<file path="config.mk">
export PLATFORM = sky130hd
export DESIGN_NAME = pwmc_reload_control
export DESIGN_NICKNAME = d
export VERILOG_FILES = /design/src/hdl/pwmc_prescaler.v /design/src/hdl/pwmc_reload_seq.v /design/src/hdl/pwmc_reload_control.v
export VERILOG_INCLUDE_DIRS = /design/src /design/src/common
export SDC_FILE = /design/constraint.sdc
export NUM_CORES = 1
export LEC_CHECK = 0
export BUFFER_PORTS_ARGS = -buffer_cell sky130_fd_sc_hd__buf_4
export CAP_MARGIN = 20
export CELL_PAD_IN_SITES_DETAIL_PLACEMENT = 2
export CELL_PAD_IN_SITES_GLOBAL_PLACEMENT = 2
export CORE_MARGIN = 3
export CORE_UTILIZATION = 24
export CTS_BUF_LIST = sky130_fd_sc_hd__clkbuf_4
export CTS_CLUSTER_SIZE = 28
export DETAILED_ROUTE_END_ITERATION = 8
export PLACE_DENSITY = 0.79
export SLEW_MARGIN = 10
export SYNTH_ARGS = -nofsm -noshare
export SYNTH_HDL_FRONTEND = slang
export SYNTH_SLANG_ARGS = --single-unit
</file>
<file path="constraint.sdc">
create_clock -name sys_clk_i -period 1.6 [get_ports sys_clk_i]
set_input_delay 0.08 -clock sys_clk_i [delete_from_list [all_inputs] [get_ports sys_clk_i]]
set_output_delay 0.08 -clock sys_clk_i [all_outputs]
set_load 0.005 [all_outputs]
</file>
<file path="src/common/pwmc_map.vh">
`ifndef PWMC_MAP_VH
`define PWMC_MAP_VH

// Register indices; the byte address of a register is four times its index.
`define PWMC_IDX_ENABLE_CTRL   8'h30
`define PWMC_IDX_FREQ_CTRL     8'h31
`define PWMC_IDX_COUNTER_VIEW  8'h32
`define PWMC_IDX_MODE_CTRL     8'h38
`define PWMC_IDX_W             8
`define PWMC_ADDR_LSB          2
`define PWMC_ADDR_MSB          9

// Enable-control fields.
`define PWMC_ENC_GEN_ENABLE    7
`define PWMC_ENC_LOAD_OKAY     1
`define PWMC_ENC_RELOAD_IE     0

// Frequency-control fields.
`define PWMC_FQC_FREQ_MSB      7
`define PWMC_FQC_FREQ_LSB      4
`define PWMC_FQC_HALF          3
`define PWMC_FQC_DIV_MSB       2
`define PWMC_FQC_DIV_LSB       1
`define PWMC_FQC_FLAG          0

// Mode-control fields.
`define PWMC_MOD_MULTI_GEN     0
`define PWMC_MOD_EDGE          1
`define PWMC_MOD_OVR4          2
`define PWMC_MOD_OVR5          3

// Widths and reset values.
`define PWMC_FREQ_W            4
`define PWMC_DIV_W             2
`define PWMC_CNT_W             15
`define PWMC_VAL_W             16
`define PWMC_DIVCNT_W          3
`define PWMC_RST_FREQ          4'h0
`define PWMC_RST_DIV           2'h0
`define PWMC_RST_DIVCNT        3'h0
`define PWMC_RST_MODULUS       15'h0000
`define PWMC_RST_VALUE         16'h0000
`define PWMC_RST_DATA          32'h0000_0000
`define PWMC_DIV_SEL_1         2'h0
`define PWMC_DIV_SEL_2         2'h1
`define PWMC_DIV_SEL_4         2'h2
`define PWMC_MASK_1            3'h0
`define PWMC_MASK_2            3'h1
`define PWMC_MASK_4            3'h3
`define PWMC_MASK_8            3'h7

`endif

</file>
<file path="src/hdl/pwmc_prescaler.v">
`timescale 1ns/1ps
`include "pwmc_map.vh"

module pwmc_prescaler (
	input  wire                      sys_clk_i,
	input  wire                      nrst_i,
	input  wire [`PWMC_DIV_W-1:0]    div_sel_i,
	output wire                      pwm_clk_en_o
);

	reg  [`PWMC_DIVCNT_W-1:0] cnt_q;
	reg                       en_q;

	function [`PWMC_DIVCNT_W-1:0] div_mask;
		input [`PWMC_DIV_W-1:0] sel;
		begin
			case (sel)
				`PWMC_DIV_SEL_1: div_mask = `PWMC_MASK_1;
				`PWMC_DIV_SEL_2: div_mask = `PWMC_MASK_2;
				`PWMC_DIV_SEL_4: div_mask = `PWMC_MASK_4;
				default:         div_mask = `PWMC_MASK_8;
			endcase
		end
	endfunction

	// A free-running count avoids a restart glitch when the divider changes at a reload.
	always @(posedge sys_clk_i) begin
		if (!nrst_i) begin
			cnt_q <= `PWMC_RST_DIVCNT;
			en_q  <= 1'b0;
		end else begin
			cnt_q <= cnt_q + 3'h1;
			en_q  <= ((cnt_q & div_mask(div_sel_i)) == div_mask(div_sel_i));
		end
	end

	assign pwm_clk_en_o = en_q;

endmodule // pwmc_prescaler

</file>
<file path="src/hdl/pwmc_reload_seq.v">
`timescale 1ns/1ps
`include "pwmc_map.vh"

module pwmc_reload_seq (
	input  wire                      sys_clk_i,
	input  wire                      nrst_i,
	input  wire                      run_i,
	input  wire                      opportunity_i,
	input  wire [`PWMC_FREQ_W-1:0]   freq_buf_i,
	output wire                      reload_o
);

	reg  [`PWMC_FREQ_W-1:0] count_q;
	reg  [`PWMC_FREQ_W-1:0] freq_work_q;
	reg                     reload_q;

	always @(posedge sys_clk_i) begin
		if (!nrst_i || !run_i) begin
			count_q     <= `PWMC_RST_FREQ;
			freq_work_q <= `PWMC_RST_FREQ;
			reload_q    <= 1'b0;
		end else begin
			reload_q <= 1'b0;
			if (opportunity_i) begin
				if (count_q == freq_work_q) begin
					count_q     <= `PWMC_RST_FREQ;
					freq_work_q <= freq_buf_i;
					reload_q    <= 1'b1;
				end else begin
					count_q <= count_q + 4'h1;
				end
			end
		end
	end

	assign reload_o = reload_q;

endmodule // pwmc_reload_seq

</file>
<file path="src/hdl/pwmc_reload_control.v">
// Implementation choice: the Wishbone interface to the registers.
`timescale 1ns/1ps
`include "pwmc_map.vh"


module pwmc_reload_control (
	input  wire                      sys_clk_i,
	input  wire                      nrst_i,
	// Classic Wishbone slave.
	input  wire                      wb_cyc_i,
	input  wire                      wb_stb_i,
	input  wire                      wb_we_i,
	input  wire [31:0]               wb_adr_i,
	input  wire [3:0]                wb_sel_i,
	input  wire [31:0]               wb_dat_i,
	output wire [31:0]               wb_dat_o,
	output wire                      wb_ack_o,
	// Generator C datapath.
	input  wire                      cycle_start_i,
	input  wire                      half_cycle_i,
	input  wire [`PWMC_CNT_W-1:0]    counter_c_value_i,
	input  wire [`PWMC_CNT_W-1:0]    period_modulus_c_i,
	input  wire [`PWMC_VAL_W-1:0]    pulse_value_4_i,
	input  wire [`PWMC_VAL_W-1:0]    pulse_value_5_i,
	output wire                      gen_c_run_o,
	output wire                      pwm_clk_en_o,
	output wire                      reload_strobe_o,
	output wire [`PWMC_CNT_W-1:0]    period_modulus_work_o,
	output wire [`PWMC_VAL_W-1:0]    pulse_value_4_work_o,
	output wire [`PWMC_VAL_W-1:0]    pulse_value_5_work_o,
	output wire                      pin4_enable_o,
	output wire                      pin5_enable_o,
	output wire                      multi_generator_select_o,
	output wire                      edge_aligned_c_o,
	output wire                      reload_irq_c_o
);

	// Control bits.
	reg                       multi_generator_select_q;
	reg                       edge_aligned_q;
	reg                       sw_output_override_4_q;
	reg                       sw_output_override_5_q;
	reg                       gen_c_enable_q;
	reg                       load_okay_c_q;
	reg                       reload_irq_enable_c_q;
	reg  [`PWMC_FREQ_W-1:0]   reload_frequency_c_q;
	reg                       half_cycle_reload_c_q;
	reg  [`PWMC_DIV_W-1:0]    clock_divider_select_c_q;
	reg                       reload_flag_c_q;
	reg                       flag_clear_armed_q;

	// Working buffers.
	reg  [`PWMC_DIV_W-1:0]    div_work_q;
	reg  [`PWMC_CNT_W-1:0]    modulus_work_q;
	reg  [`PWMC_VAL_W-1:0]    value4_work_q;
	reg  [`PWMC_VAL_W-1:0]    value5_work_q;

	// Bus side.
	reg                       ack_q;
	reg  [31:0]               dat_q;
	reg  [31:0]               rd_data;

	wire                      reload;
	wire                      opportunity;
	wire                      gen_run;
	wire                      bus_req;
	wire                      wr_lane0;
	wire                      rd_access;
	wire [`PWMC_IDX_W-1:0]    reg_idx;
	wire                      wr_enc;
	wire                      wr_fqc;
	wire                      wr_mode;
	wire                      rd_enc;
	wire                      rd_fqc;
	wire                      flag_clear_req;

	function idx_hit;
		input [`PWMC_IDX_W-1:0] idx;
		input [`PWMC_IDX_W-1:0] target;
		begin
			idx_hit = (idx == target);
		end
	endfunction

	// One access per request; the cycle in which ack is high is always idle, which keeps ack a single pulse.
	assign bus_req   = wb_cyc_i & wb_stb_i & ~ack_q;
	assign wr_lane0  = bus_req & wb_we_i & wb_sel_i[0];
	assign rd_access = bus_req & ~wb_we_i;
	assign reg_idx   = wb_adr_i[`PWMC_ADDR_MSB:`PWMC_ADDR_LSB];

	assign wr_enc  = wr_lane0 & idx_hit(reg_idx, `PWMC_IDX_ENABLE_CTRL) & multi_generator_select_q;
	assign wr_fqc  = wr_lane0 & idx_hit(reg_idx, `PWMC_IDX_FREQ_CTRL) & multi_generator_select_q;
	assign wr_mode = wr_lane0 & idx_hit(reg_idx, `PWMC_IDX_MODE_CTRL);
	assign rd_enc  = rd_access & idx_hit(reg_idx, `PWMC_IDX_ENABLE_CTRL);
	assign rd_fqc  = rd_access & idx_hit(reg_idx, `PWMC_IDX_FREQ_CTRL);

	// Generator C only exists as its own generator when multi-generator select is set.
	assign gen_run = gen_c_enable_q & multi_generator_select_q;

	// Half-cycle opportunities only count in center-aligned operation.
	assign opportunity = gen_run & (cycle_start_i |
		(half_cycle_i & half_cycle_reload_c_q & ~edge_aligned_q));

	assign flag_clear_req = wr_fqc & wb_dat_i[`PWMC_FQC_FLAG] & flag_clear_armed_q;

	pwmc_reload_seq u_reload_seq (
		.sys_clk_i     (sys_clk_i),
		.nrst_i        (nrst_i),
		.run_i         (gen_run),
		.opportunity_i (opportunity),
		.freq_buf_i    (reload_frequency_c_q),
		.reload_o      (reload)
	);

	pwmc_prescaler u_prescaler (
		.sys_clk_i    (sys_clk_i),
		.nrst_i       (nrst_i),
		.div_sel_i    (div_work_q),
		.pwm_clk_en_o (pwm_clk_en_o)
	);

	// Mode-control register; always writable.
	always @(posedge sys_clk_i) begin
		if (!nrst_i) begin
			multi_generator_select_q <= 1'b0;
			edge_aligned_q           <= 1'b0;
			sw_output_override_4_q   <= 1'b0;
			sw_output_override_5_q   <= 1'b0;
		end else if (wr_mode) begin
			multi_generator_select_q <= wb_dat_i[`PWMC_MOD_MULTI_GEN];
			edge_aligned_q           <= wb_dat_i[`PWMC_MOD_EDGE];
			sw_output_override_4_q   <= wb_dat_i[`PWMC_MOD_OVR4];
			sw_output_override_5_q   <= wb_dat_i[`PWMC_MOD_OVR5];
		end
	end

	// Enable-control register.
	always @(posedge sys_clk_i) begin
		if (!nrst_i) begin
			gen_c_enable_q        <= 1'b0;
			reload_irq_enable_c_q <= 1'b0;
		end else if (wr_enc) begin
			gen_c_enable_q        <= wb_dat_i[`PWMC_ENC_GEN_ENABLE];
			reload_irq_enable_c_q <= wb_dat_i[`PWMC_ENC_RELOAD_IE];
		end
	end

	// A software set in the reload cycle wins, so a freshly armed load is not lost.
	always @(posedge sys_clk_i) begin
		if (!nrst_i) begin
			load_okay_c_q <= 1'b0;
		end else if (wr_enc) begin
			load_okay_c_q <= wb_dat_i[`PWMC_ENC_LOAD_OKAY];
		end else if (reload) begin
			load_okay_c_q <= 1'b0;
		end
	end

	// Frequency-control buffered fields.
	always @(posedge sys_clk_i) begin
		if (!nrst_i) begin
			reload_frequency_c_q     <= `PWMC_RST_FREQ;
			half_cycle_reload_c_q    <= 1'b0;
			clock_divider_select_c_q <= `PWMC_RST_DIV;
		end else if (wr_fqc) begin
			reload_frequency_c_q     <= wb_dat_i[`PWMC_FQC_FREQ_MSB:`PWMC_FQC_FREQ_LSB];
			half_cycle_reload_c_q    <= wb_dat_i[`PWMC_FQC_HALF];
			clock_divider_select_c_q <= wb_dat_i[`PWMC_FQC_DIV_MSB:`PWMC_FQC_DIV_LSB];
		end
	end

	// Reload flag: a reload in the clearing cycle wins and also disarms the sequence.
	always @(posedge sys_clk_i) begin
		if (!nrst_i) begin
			reload_flag_c_q    <= 1'b0;
			flag_clear_armed_q <= 1'b0;
		end else begin
			if (reload) begin
				reload_flag_c_q <= 1'b1;
			end else if (flag_clear_req) begin
				reload_flag_c_q <= 1'b0;
			end
			if (reload || wr_fqc) begin
				flag_clear_armed_q <= 1'b0;
			end else if (rd_fqc && reload_flag_c_q) begin
				flag_clear_armed_q <= 1'b1;
			end
		end
	end

	// Working buffers change only at a reload that finds load-okay set.
	always @(posedge sys_clk_i) begin
		if (!nrst_i) begin
			div_work_q     <= `PWMC_RST_DIV;
			modulus_work_q <= `PWMC_RST_MODULUS;
			value4_work_q  <= `PWMC_RST_VALUE;
			value5_work_q  <= `PWMC_RST_VALUE;
		end else if (reload && load_okay_c_q) begin
			div_work_q     <= clock_divider_select_c_q;
			modulus_work_q <= period_modulus_c_i;
			value4_work_q  <= pulse_value_4_i;
			value5_work_q  <= pulse_value_5_i;
		end
	end

	// Read multiplexer; unused bits and unmapped addresses read zero.
	always @* begin
		rd_data = `PWMC_RST_DATA;
		case (reg_idx)
			`PWMC_IDX_ENABLE_CTRL: begin
				rd_data[`PWMC_ENC_GEN_ENABLE] = gen_c_enable_q & multi_generator_select_q;
				rd_data[`PWMC_ENC_LOAD_OKAY]  = load_okay_c_q & multi_generator_select_q;
				rd_data[`PWMC_ENC_RELOAD_IE]  = reload_irq_enable_c_q & multi_generator_select_q;
			end
			`PWMC_IDX_FREQ_CTRL: begin
				rd_data[`PWMC_FQC_FREQ_MSB:`PWMC_FQC_FREQ_LSB] = reload_frequency_c_q;
				rd_data[`PWMC_FQC_HALF]                        = half_cycle_reload_c_q;
				rd_data[`PWMC_FQC_DIV_MSB:`PWMC_FQC_DIV_LSB]   = clock_divider_select_c_q;
				rd_data[`PWMC_FQC_FLAG]                        = reload_flag_c_q;
			end
			`PWMC_IDX_COUNTER_VIEW: begin
				rd_data[`PWMC_CNT_W-1:0] = counter_c_value_i;
			end
			`PWMC_IDX_MODE_CTRL: begin
				rd_data[`PWMC_MOD_MULTI_GEN] = multi_generator_select_q;
				rd_data[`PWMC_MOD_EDGE]      = edge_aligned_q;
				rd_data[`PWMC_MOD_OVR4]      = sw_output_override_4_q;
				rd_data[`PWMC_MOD_OVR5]      = sw_output_override_5_q;
			end
			default: begin
				rd_data = `PWMC_RST_DATA;
			end
		endcase
	end

	// Every request is answered one cycle after it is taken, mapped or not.
	always @(posedge sys_clk_i) begin
		if (!nrst_i) begin
			ack_q <= 1'b0;
			dat_q <= `PWMC_RST_DATA;
		end else begin
			ack_q <= bus_req;
			if (rd_access) begin
				dat_q <= rd_data;
			end
		end
	end

	assign wb_ack_o = ack_q;
	assign wb_dat_o = dat_q;

	assign gen_c_run_o              = gen_run;
	assign reload_strobe_o          = reload;
	assign period_modulus_work_o    = modulus_work_q;
	assign pulse_value_4_work_o     = value4_work_q;
	assign pulse_value_5_work_o     = value5_work_q;
	assign pin4_enable_o            = gen_run | sw_output_override_4_q;
	assign pin5_enable_o            = gen_run | sw_output_override_5_q;
	assign multi_generator_select_o = multi_generator_select_q;
	assign edge_aligned_c_o         = edge_aligned_q;
	assign reload_irq_c_o           = reload_flag_c_q & reload_irq_enable_c_q & multi_generator_select_q;

endmodule // pwmc_reload_control

</file>
Word level (Yosys, flattened, before mapping)
Cells that the tools add are included.

Register bits: 94. Input port bits: 137. Output and inout port bits: 88. Word-level logic and storage cells: 88.

Add/sub/neg operators: 2. Equal/unequal tests: 8. Multiplexer cells: 13. Bitwise operators: 30. Reductions and logical operators: 12.

Operators with widths (count): $eq A8 B6 Y1 const B (4); $and A1 B1 Y1 (21); $pmux W3 S3 (1); $pmux W2 S4 (1); $mux W7 (1); $pmux W2 S3 (1); $pmux W3 S2 (1); $mux W1 (5); $not A1 Y1 (5); $add A4 B1 Y4 const B (1); $eq A4 B4 Y1 (1); $mux W4 (1); $reduce_bool A2 Y1 (2); $reduce_or A2 Y1 (2); $add A3 B1 Y3 const B (1); $and A3 B3 Y3 (1); $eq A3 B3 Y1 (1); $mux W3 (1); $or A1 B1 Y1 (3); $pmux W1 S3 (1); $eq A2 B1 Y1 const B (1); $eq A2 B2 Y1 const B (1); $logic_and A1 B1 Y1 (2); $logic_not A1 Y1 (2); other kinds (3) (4).

Longest topological paths before layout
Depth in word-level cells: 10. Depth in mapped cells: 6. Mapped depth without buffers: 4.

By module
From an unflattened synthesis, not the netlist that was laid out.

Cell total of the unflattened synthesis: 464. Area total of the unflattened synthesis: 3848.7 um^2.

Modules (own cells, without submodules): pwmc_reload_control (instances 1, cells an instance 403, area each 3285.7 um^2, seq. area each 1621.6 um^2); pwmc_reload_seq (instances 1, cells an instance 47, area each 420.4 um^2, seq. area each 180.2 um^2); pwmc_prescaler (instances 1, cells an instance 14, area each 142.6 um^2, seq. area each 80.1 um^2).

Least setup slack after synthesis
OpenSTA, ideal clock, no wires.

Path type: register to register. Start: register u_reload_seq.count_q[2]. End: register u_reload_seq.count_q[3]. Setup time: 76 ps. Arrival: 1407 ps. Required time: 1524 ps. Setup slack: 118 ps. Cell stages (with the launch flop): 6. Path buffers: 1. Clock period less this slack: 1482 ps. Cell sequence: dfxtp_1 > xnor2_1 > and4_1 > buf_6 > or4_1 > a31oi_1.

Word-level cells in the longest chain between the ends: 2. Elaborated cells on any way between the ends: 3. Those cells by class: add/sub: 1; eq/ne: 1; mux: 1.

RTL lines: start: declaration (RTL line pwmc_reload_seq.v:13) `` reg [`PWMC_FREQ_W-1:0] count_q; ``; start signal: assignment (RTL line pwmc_reload_seq.v:19) `` count_q <= `PWMC_RST_FREQ; ``; start signal: assignment (RTL line pwmc_reload_seq.v:26) `` count_q <= `PWMC_RST_FREQ; ``; start signal: assignment (RTL line pwmc_reload_seq.v:30) `count_q <= count_q + 4'h1;`; $add A4 B1 Y4 or $eq A4 B4 Y1 (tied branches) (RTL line pwmc_reload_seq.v:30, pwmc_reload_seq.v:25); $mux W4 (*) (RTL line pwmc_reload_seq.v:25) `if (count_q == freq_work_q) begin`.

Mark *: on every way between the ends. The rest lies on a longest branch, timed or not. A chain may end at the register's enable or synchronous reset.

Worst setup path in the final report
Start: register ack_q, in the netlist wb_ack_o. End: register dat_q[0], in the netlist wb_dat_o[0].

Word-level cells in the longest chain between the ends: 3.

RTL lines: start: declaration (RTL line pwmc_reload_control.v:59) `reg ack_q;`; start signal: assignment (RTL line pwmc_reload_control.v:242) `ack_q <= bus_req;`; $not A1 Y1 (RTL line pwmc_reload_control.v:86) `assign bus_req = wb_cyc_i & wb_stb_i & ~ack_q;`; $and A1 B1 Y1 (RTL line pwmc_reload_control.v:86); $and A1 B1 Y1 (RTL line pwmc_reload_control.v:88) `assign rd_access = bus_req & ~wb_we_i;`; end signal: assignment (RTL line pwmc_reload_control.v:240) `` dat_q <= `PWMC_RST_DATA; ``; end signal: assignment (RTL line pwmc_reload_control.v:244) `dat_q <= rd_data;`; end: declaration (RTL line pwmc_reload_control.v:60) `reg [31:0] dat_q;`.

No other way between the ends.

==> flow_metrics.py <==
metrics = {
    "hold_path": {
        "holdCritPathClass": "in -> reg",
    },
    "global_routing": {
        "grt_util_all_layers": 0.181,
        "grt_first_pass_wirelength_um": 25700,
        "via_count_of_the_first_global_routing_pass": 4734,
        "grt_max_degree": 50,
        "number_of_antenna_violations_at_the_first_check_in_global_routing": 2,
        "overflow": 0,
    },
    "yosys": {
        "netlist_top_cells_area": "sky130_fd_sc_hd__dfxtp_1 48%, sky130_fd_sc_hd__nand2_1 13%, sky130_fd_sc_hd__a21boi_0 9.3%",
        "synth-warning-count": 0,
        "synth_edf_count": 0,
        "post-synth-top-area-cell": "sky130_fd_sc_hd__dfxtp_1",
        "async_flop_share": 0,
        "post_synth_num_cell_types": 47,
        "synth_largest_type_area_fraction": 0.477,
        "ys.flop_type": "sky130_fd_sc_hd__dfxtp_1",
        "syn_area_per_cell_um2": 8.72,
        "synth_cells": 453,
        "synth_sequential_area_ratio": 0.477,
        "synth-seq-cells": 94,
        "synth_area_um2": 3950,
    },
    "timing": {
        "final_period_minus_worst_setup_slack_ns": 1.61,
        "clock.fmax_ghz": 0.621,
        "final-hold-violation-count": 0,
        "timing.max_slew.rel_slack": 0.459,
        "worst_pin_slew_ns": 0.810,
        "maxSlewViolCount": 0,
        "post-route-period-util": 1.01,
        "layout_setup_ws_ns": -0.00903,
        "final.setup.tns_ns": -0.00903,
        "setup_viol_count_final": 1,
        "grt_setup_unrepaired": "yes",
        "final_skew_ns": 0.0150,
    },
    "worst_setup_path": {
        "worst_path_fanout_max": 11,
        "timing.critical_path.from": "wb_ack_o$_SDFF_PN0_",
        "reg2reg_depth": 4,
        "worst-endpoint-arrival_ns": 1.96,
        "timing.critical_path.required_ns": 1.95,
        "critical_path_class": "reg -> reg",
        "worstReg2RegEnd": "wb_dat_o[0]$_SDFFE_PN0N_",
        "worst_r2r_startpoint": "wb_ack_o$_SDFF_PN0_",
        "critPathCapture": "wb_dat_o[0]$_SDFFE_PN0N_",
        "reg2reg_slack_ns": -0.009,
        "endpoint_kind": "flip-flop",
        "element_type_at_the_critical_path_start": "flip-flop",
    },
    "clock_tree": {
        "clkSinkCount": 94,
        "cts_tree": "yes",
        "max-clock-path-buffers": 2,
        "clock_tree.htree_level_count": 3,
        "clkSlewWorstSetupHoldPaths_ns": 0.13,
        "cts_buffers": 9,
        "clk-insertion-delay-late_ns": 0.46,
        "root_buffer": "sky130_fd_sc_hd__clkbuf_4",
    },
    "placed_design": {
        "place_inst": 808,
        "placement.cell_area_um2": 5340,
        "hpwl_um": 10300,
        "io_buffer_count": 156,
        "gpl_congestion": 0.761,
    },
    "routing": {
        "postRouteWirelength_um": 16300,
        "post_drt_via_cell_ratio": 4.54,
        "firstDrtPassIters": 4,
        "detail_route.wl_per_cell_um": 18.1,
        "routed-via-count": 4095,
        "ant_nets": 0,
        "remaining_drc_errors": 0,
        "dr.first_iter.drc_count": 108,
    },
    "floorplan": {
        "fp.coreArea_um2": 16000,
        "floorplan.die.width_um": 134,
        "fp.dieArea_um2": 18000,
        "fp-row-count": 46,
        "number_of_top_level_design_ports": 225,
        "die_height_um": 134,
        "starting_utilization_of_the_core_area": 0.247,
    },
    "finish": {
        "finish.utilization": 0.392,
        "nFillCells": 1807,
        "drive_above_1_share": 0.300,
        "layout.nets": 818,
        "layout-area-overhead-vs-synth_pct": 58.9,
        "count_of_non_filler_cells_in_the_finished_layout": 902,
        "stdcell_area_um2": 6280,
    },
    "flow_run": {
        "maxCapViolations": 0,
    },
    "power_and_ir_drop": {
        "power_mw": 4.31,
        "seq_power_share": 0.549,
        "switchingPower_mw": 1.00,
        "switching_share": 0.232,
        "power.combinational.fraction": 0.117,
        "power.internal_mw": 3.30,
        "ir_drop_mv": 0.517,
        "power.share.clock": 0.335,
        "p_per_area_nw_per_um2": 686,
        "power.leakage_nw": 2.61,
    },
    "outcome": {
        "outcome": "complete, but fails checks",
        "violations_in_the_final_reports": "setup timing",
    },
}
[area by class of cell]
class	instances	area, um^2	area share
antenna	2	5.00	0.000797
clock buffer	10	75.1	0.0120
clock inverter	6	76.3	0.0122
inverter	2	7.51	0.00120
multi-input combinational	325	1890	0.301
sequential	94	1890	0.301
tap	216	270	0.0431
timing repair buffer	247	2070	0.329
[worst min-delay path by stage]
| stage | startpoint | endpoint | cells after the start |
|---|---|---|---|
| detailed placement | counter_c_value_i[14] | wb_dat_o[14]$_SDFFE_PN0N_ | 2 |
| CTS | wb_adr_i[2] | wb_dat_o[3]$_SDFFE_PN0N_ | 3 |
| finish | wb_adr_i[2] | wb_dat_o[3]$_SDFFE_PN0N_ | 3 |
| global placement | counter_c_value_i[11] | wb_dat_o[11]$_SDFFE_PN0N_ | 2 |
| floorplan | counter_c_value_i[8] | wb_dat_o[8]$_SDFFE_PN0N_ | 1 |
| global route | wb_adr_i[2] | wb_dat_o[3]$_SDFFE_PN0N_ | 3 |
[power groups by stage]
stage | combinational [mW] | clock, mW | sequential (mW)
after floorplan | 0.151 | 0 | 2.41
after global placement | 0.326 | 0 | 2.41
after detailed placement | 0.336 | 0 | 2.41
after CTS | 0.487 | 1.55 | 2.36
after global routing | 0.543 | 1.62 | 2.37
final | 0.502 | 1.44 | 2.36
[sequential cells by signal (all words and copies together), names as in the netlist, 2 cells and up]
signal                    count
reload_frequency_c_q          4
u_reload_seq.freq_work_q      4
div_work_q                    2
clock_divider_select_c_q      2
pulse_value_4_work_o         16
wb_dat_o                     15
u_reload_seq.count_q          4
u_prescaler.cnt_q             3
period_modulus_work_o        15
pulse_value_5_work_o         16
[cell families (layout without fill, tap and decap cells)]
group	after synthesis	count (layout)	synth area share
AO/OA/AOI/OAI	101	101	0.180
buffers and inverters	50	265	0.0672
XOR/XNOR	5	5	0.0111
other	1	19	0.000950
adder cells (fa/ha/maj)	2	2	0.00634
flip-flops	94	94	0.477
AND/OR/NAND/NOR	186	186	0.222
multiplexers	14	14	0.0355
[synth_stat cells (2+ instances only)]
master / instances
sky130_fd_sc_hd__a2bb2oi_1: 3
sky130_fd_sc_hd__a21boi_0: 49
sky130_fd_sc_hd__a22oi_1: 5
sky130_fd_sc_hd__nand4b_1: 2
sky130_fd_sc_hd__nor4bb_1: 2
sky130_fd_sc_hd__ha_1: 2
sky130_fd_sc_hd__nor2_1: 3
sky130_fd_sc_hd__inv_1: 2
sky130_fd_sc_hd__or2_2: 4
sky130_fd_sc_hd__buf_4: 18
sky130_fd_sc_hd__buf_2: 2
sky130_fd_sc_hd__o21ai_0: 12
sky130_fd_sc_hd__nand3b_1: 5
sky130_fd_sc_hd__and4_1: 3
sky130_fd_sc_hd__nor2b_1: 4
sky130_fd_sc_hd__nor3b_4: 2
sky130_fd_sc_hd__xnor2_1: 4
sky130_fd_sc_hd__dfxtp_1: 94
sky130_fd_sc_hd__a22o_1: 7
sky130_fd_sc_hd__mux2i_1: 14
sky130_fd_sc_hd__nand3_1: 8
sky130_fd_sc_hd__clkbuf_1: 26
sky130_fd_sc_hd__nor3_1: 3
sky130_fd_sc_hd__a31oi_1: 4
sky130_fd_sc_hd__and2_1: 4
sky130_fd_sc_hd__nand2_1: 136
sky130_fd_sc_hd__o2111ai_1: 2
sky130_fd_sc_hd__a21oi_1: 14
[cells in the final DEF, fill, tap and decap left out, types with 3 or more instances in the layout]
master / instances
sky130_fd_sc_hd__nor2b_1: 3
sky130_fd_sc_hd__or2_2: 4
sky130_fd_sc_hd__nor3_1: 3
sky130_fd_sc_hd__a22o_1: 7
sky130_fd_sc_hd__dfxtp_1: 90
sky130_fd_sc_hd__xnor2_1: 4
sky130_fd_sc_hd__a2bb2oi_1: 3
sky130_fd_sc_hd__dfxtp_2: 4
sky130_fd_sc_hd__buf_4: 170
sky130_fd_sc_hd__conb_1: 17
sky130_fd_sc_hd__a22oi_1: 5
sky130_fd_sc_hd__clkbuf_4: 10
sky130_fd_sc_hd__nand3_1: 8
sky130_fd_sc_hd__nand3b_1: 5
sky130_fd_sc_hd__and4_1: 3
sky130_fd_sc_hd__a21boi_0: 49
sky130_fd_sc_hd__a31oi_1: 4
sky130_fd_sc_hd__clkinv_1: 3
sky130_fd_sc_hd__a21oi_1: 14
sky130_fd_sc_hd__nand2_1: 135
sky130_fd_sc_hd__dlygate4sd3_1: 75
sky130_fd_sc_hd__mux2i_1: 14
sky130_fd_sc_hd__o21ai_0: 12
[routing by layer]
layer / share of wire / GRT usage / vias up / wire length (um)
met4: 0.018 / 0.0498 / 0 / 289
li1: - / - / 1953 / -
met2: 0.55 / 0.356 / 131 / 9030
met5: 0 / 0 / - / 0
met1: 0.37 / 0.184 / 1996 / 6120
met3: 0.055 / 0.0518 / 15 / 904
[per-stage QoR]
step | hold WS [ns] | setup slack (ns)
2_1_floorplan | 0.205 | 0.118
3_3_place_gp | 0.295 | 0.000805
3_5_place_dp | 0.295 | -0.00261
4_1_cts | 0.000350 | 0.00343
5_1_grt | 0.0487 | -0.0906
6_report | 0.0683 | -0.00903
[what timing repair did]
| action | 4_1_cts | 5_1_grt |
|---|---|---|
| hold endpoints to repair | 77 | 0 |
| pin swaps | 0 | 1 |
| endpoints found under the setup margin | 1 | 13 |
| buffers inserted | 0 | 1 |
| gates resized for setup | 1 | 7 |
| hold buffers | 75 | 0 |
| cloned | 0 | 0 |
[worst max-delay path, cell delays in order (launching register included)]
cell	delay [ns]
sky130_fd_sc_hd__dfxtp_1	0.38
sky130_fd_sc_hd__nor4bb_4	0.37
sky130_fd_sc_hd__buf_4	0.26
sky130_fd_sc_hd__o2111ai_1	0.19
sky130_fd_sc_hd__o21ai_0	0.31
(Power assumes the default switching activity.)
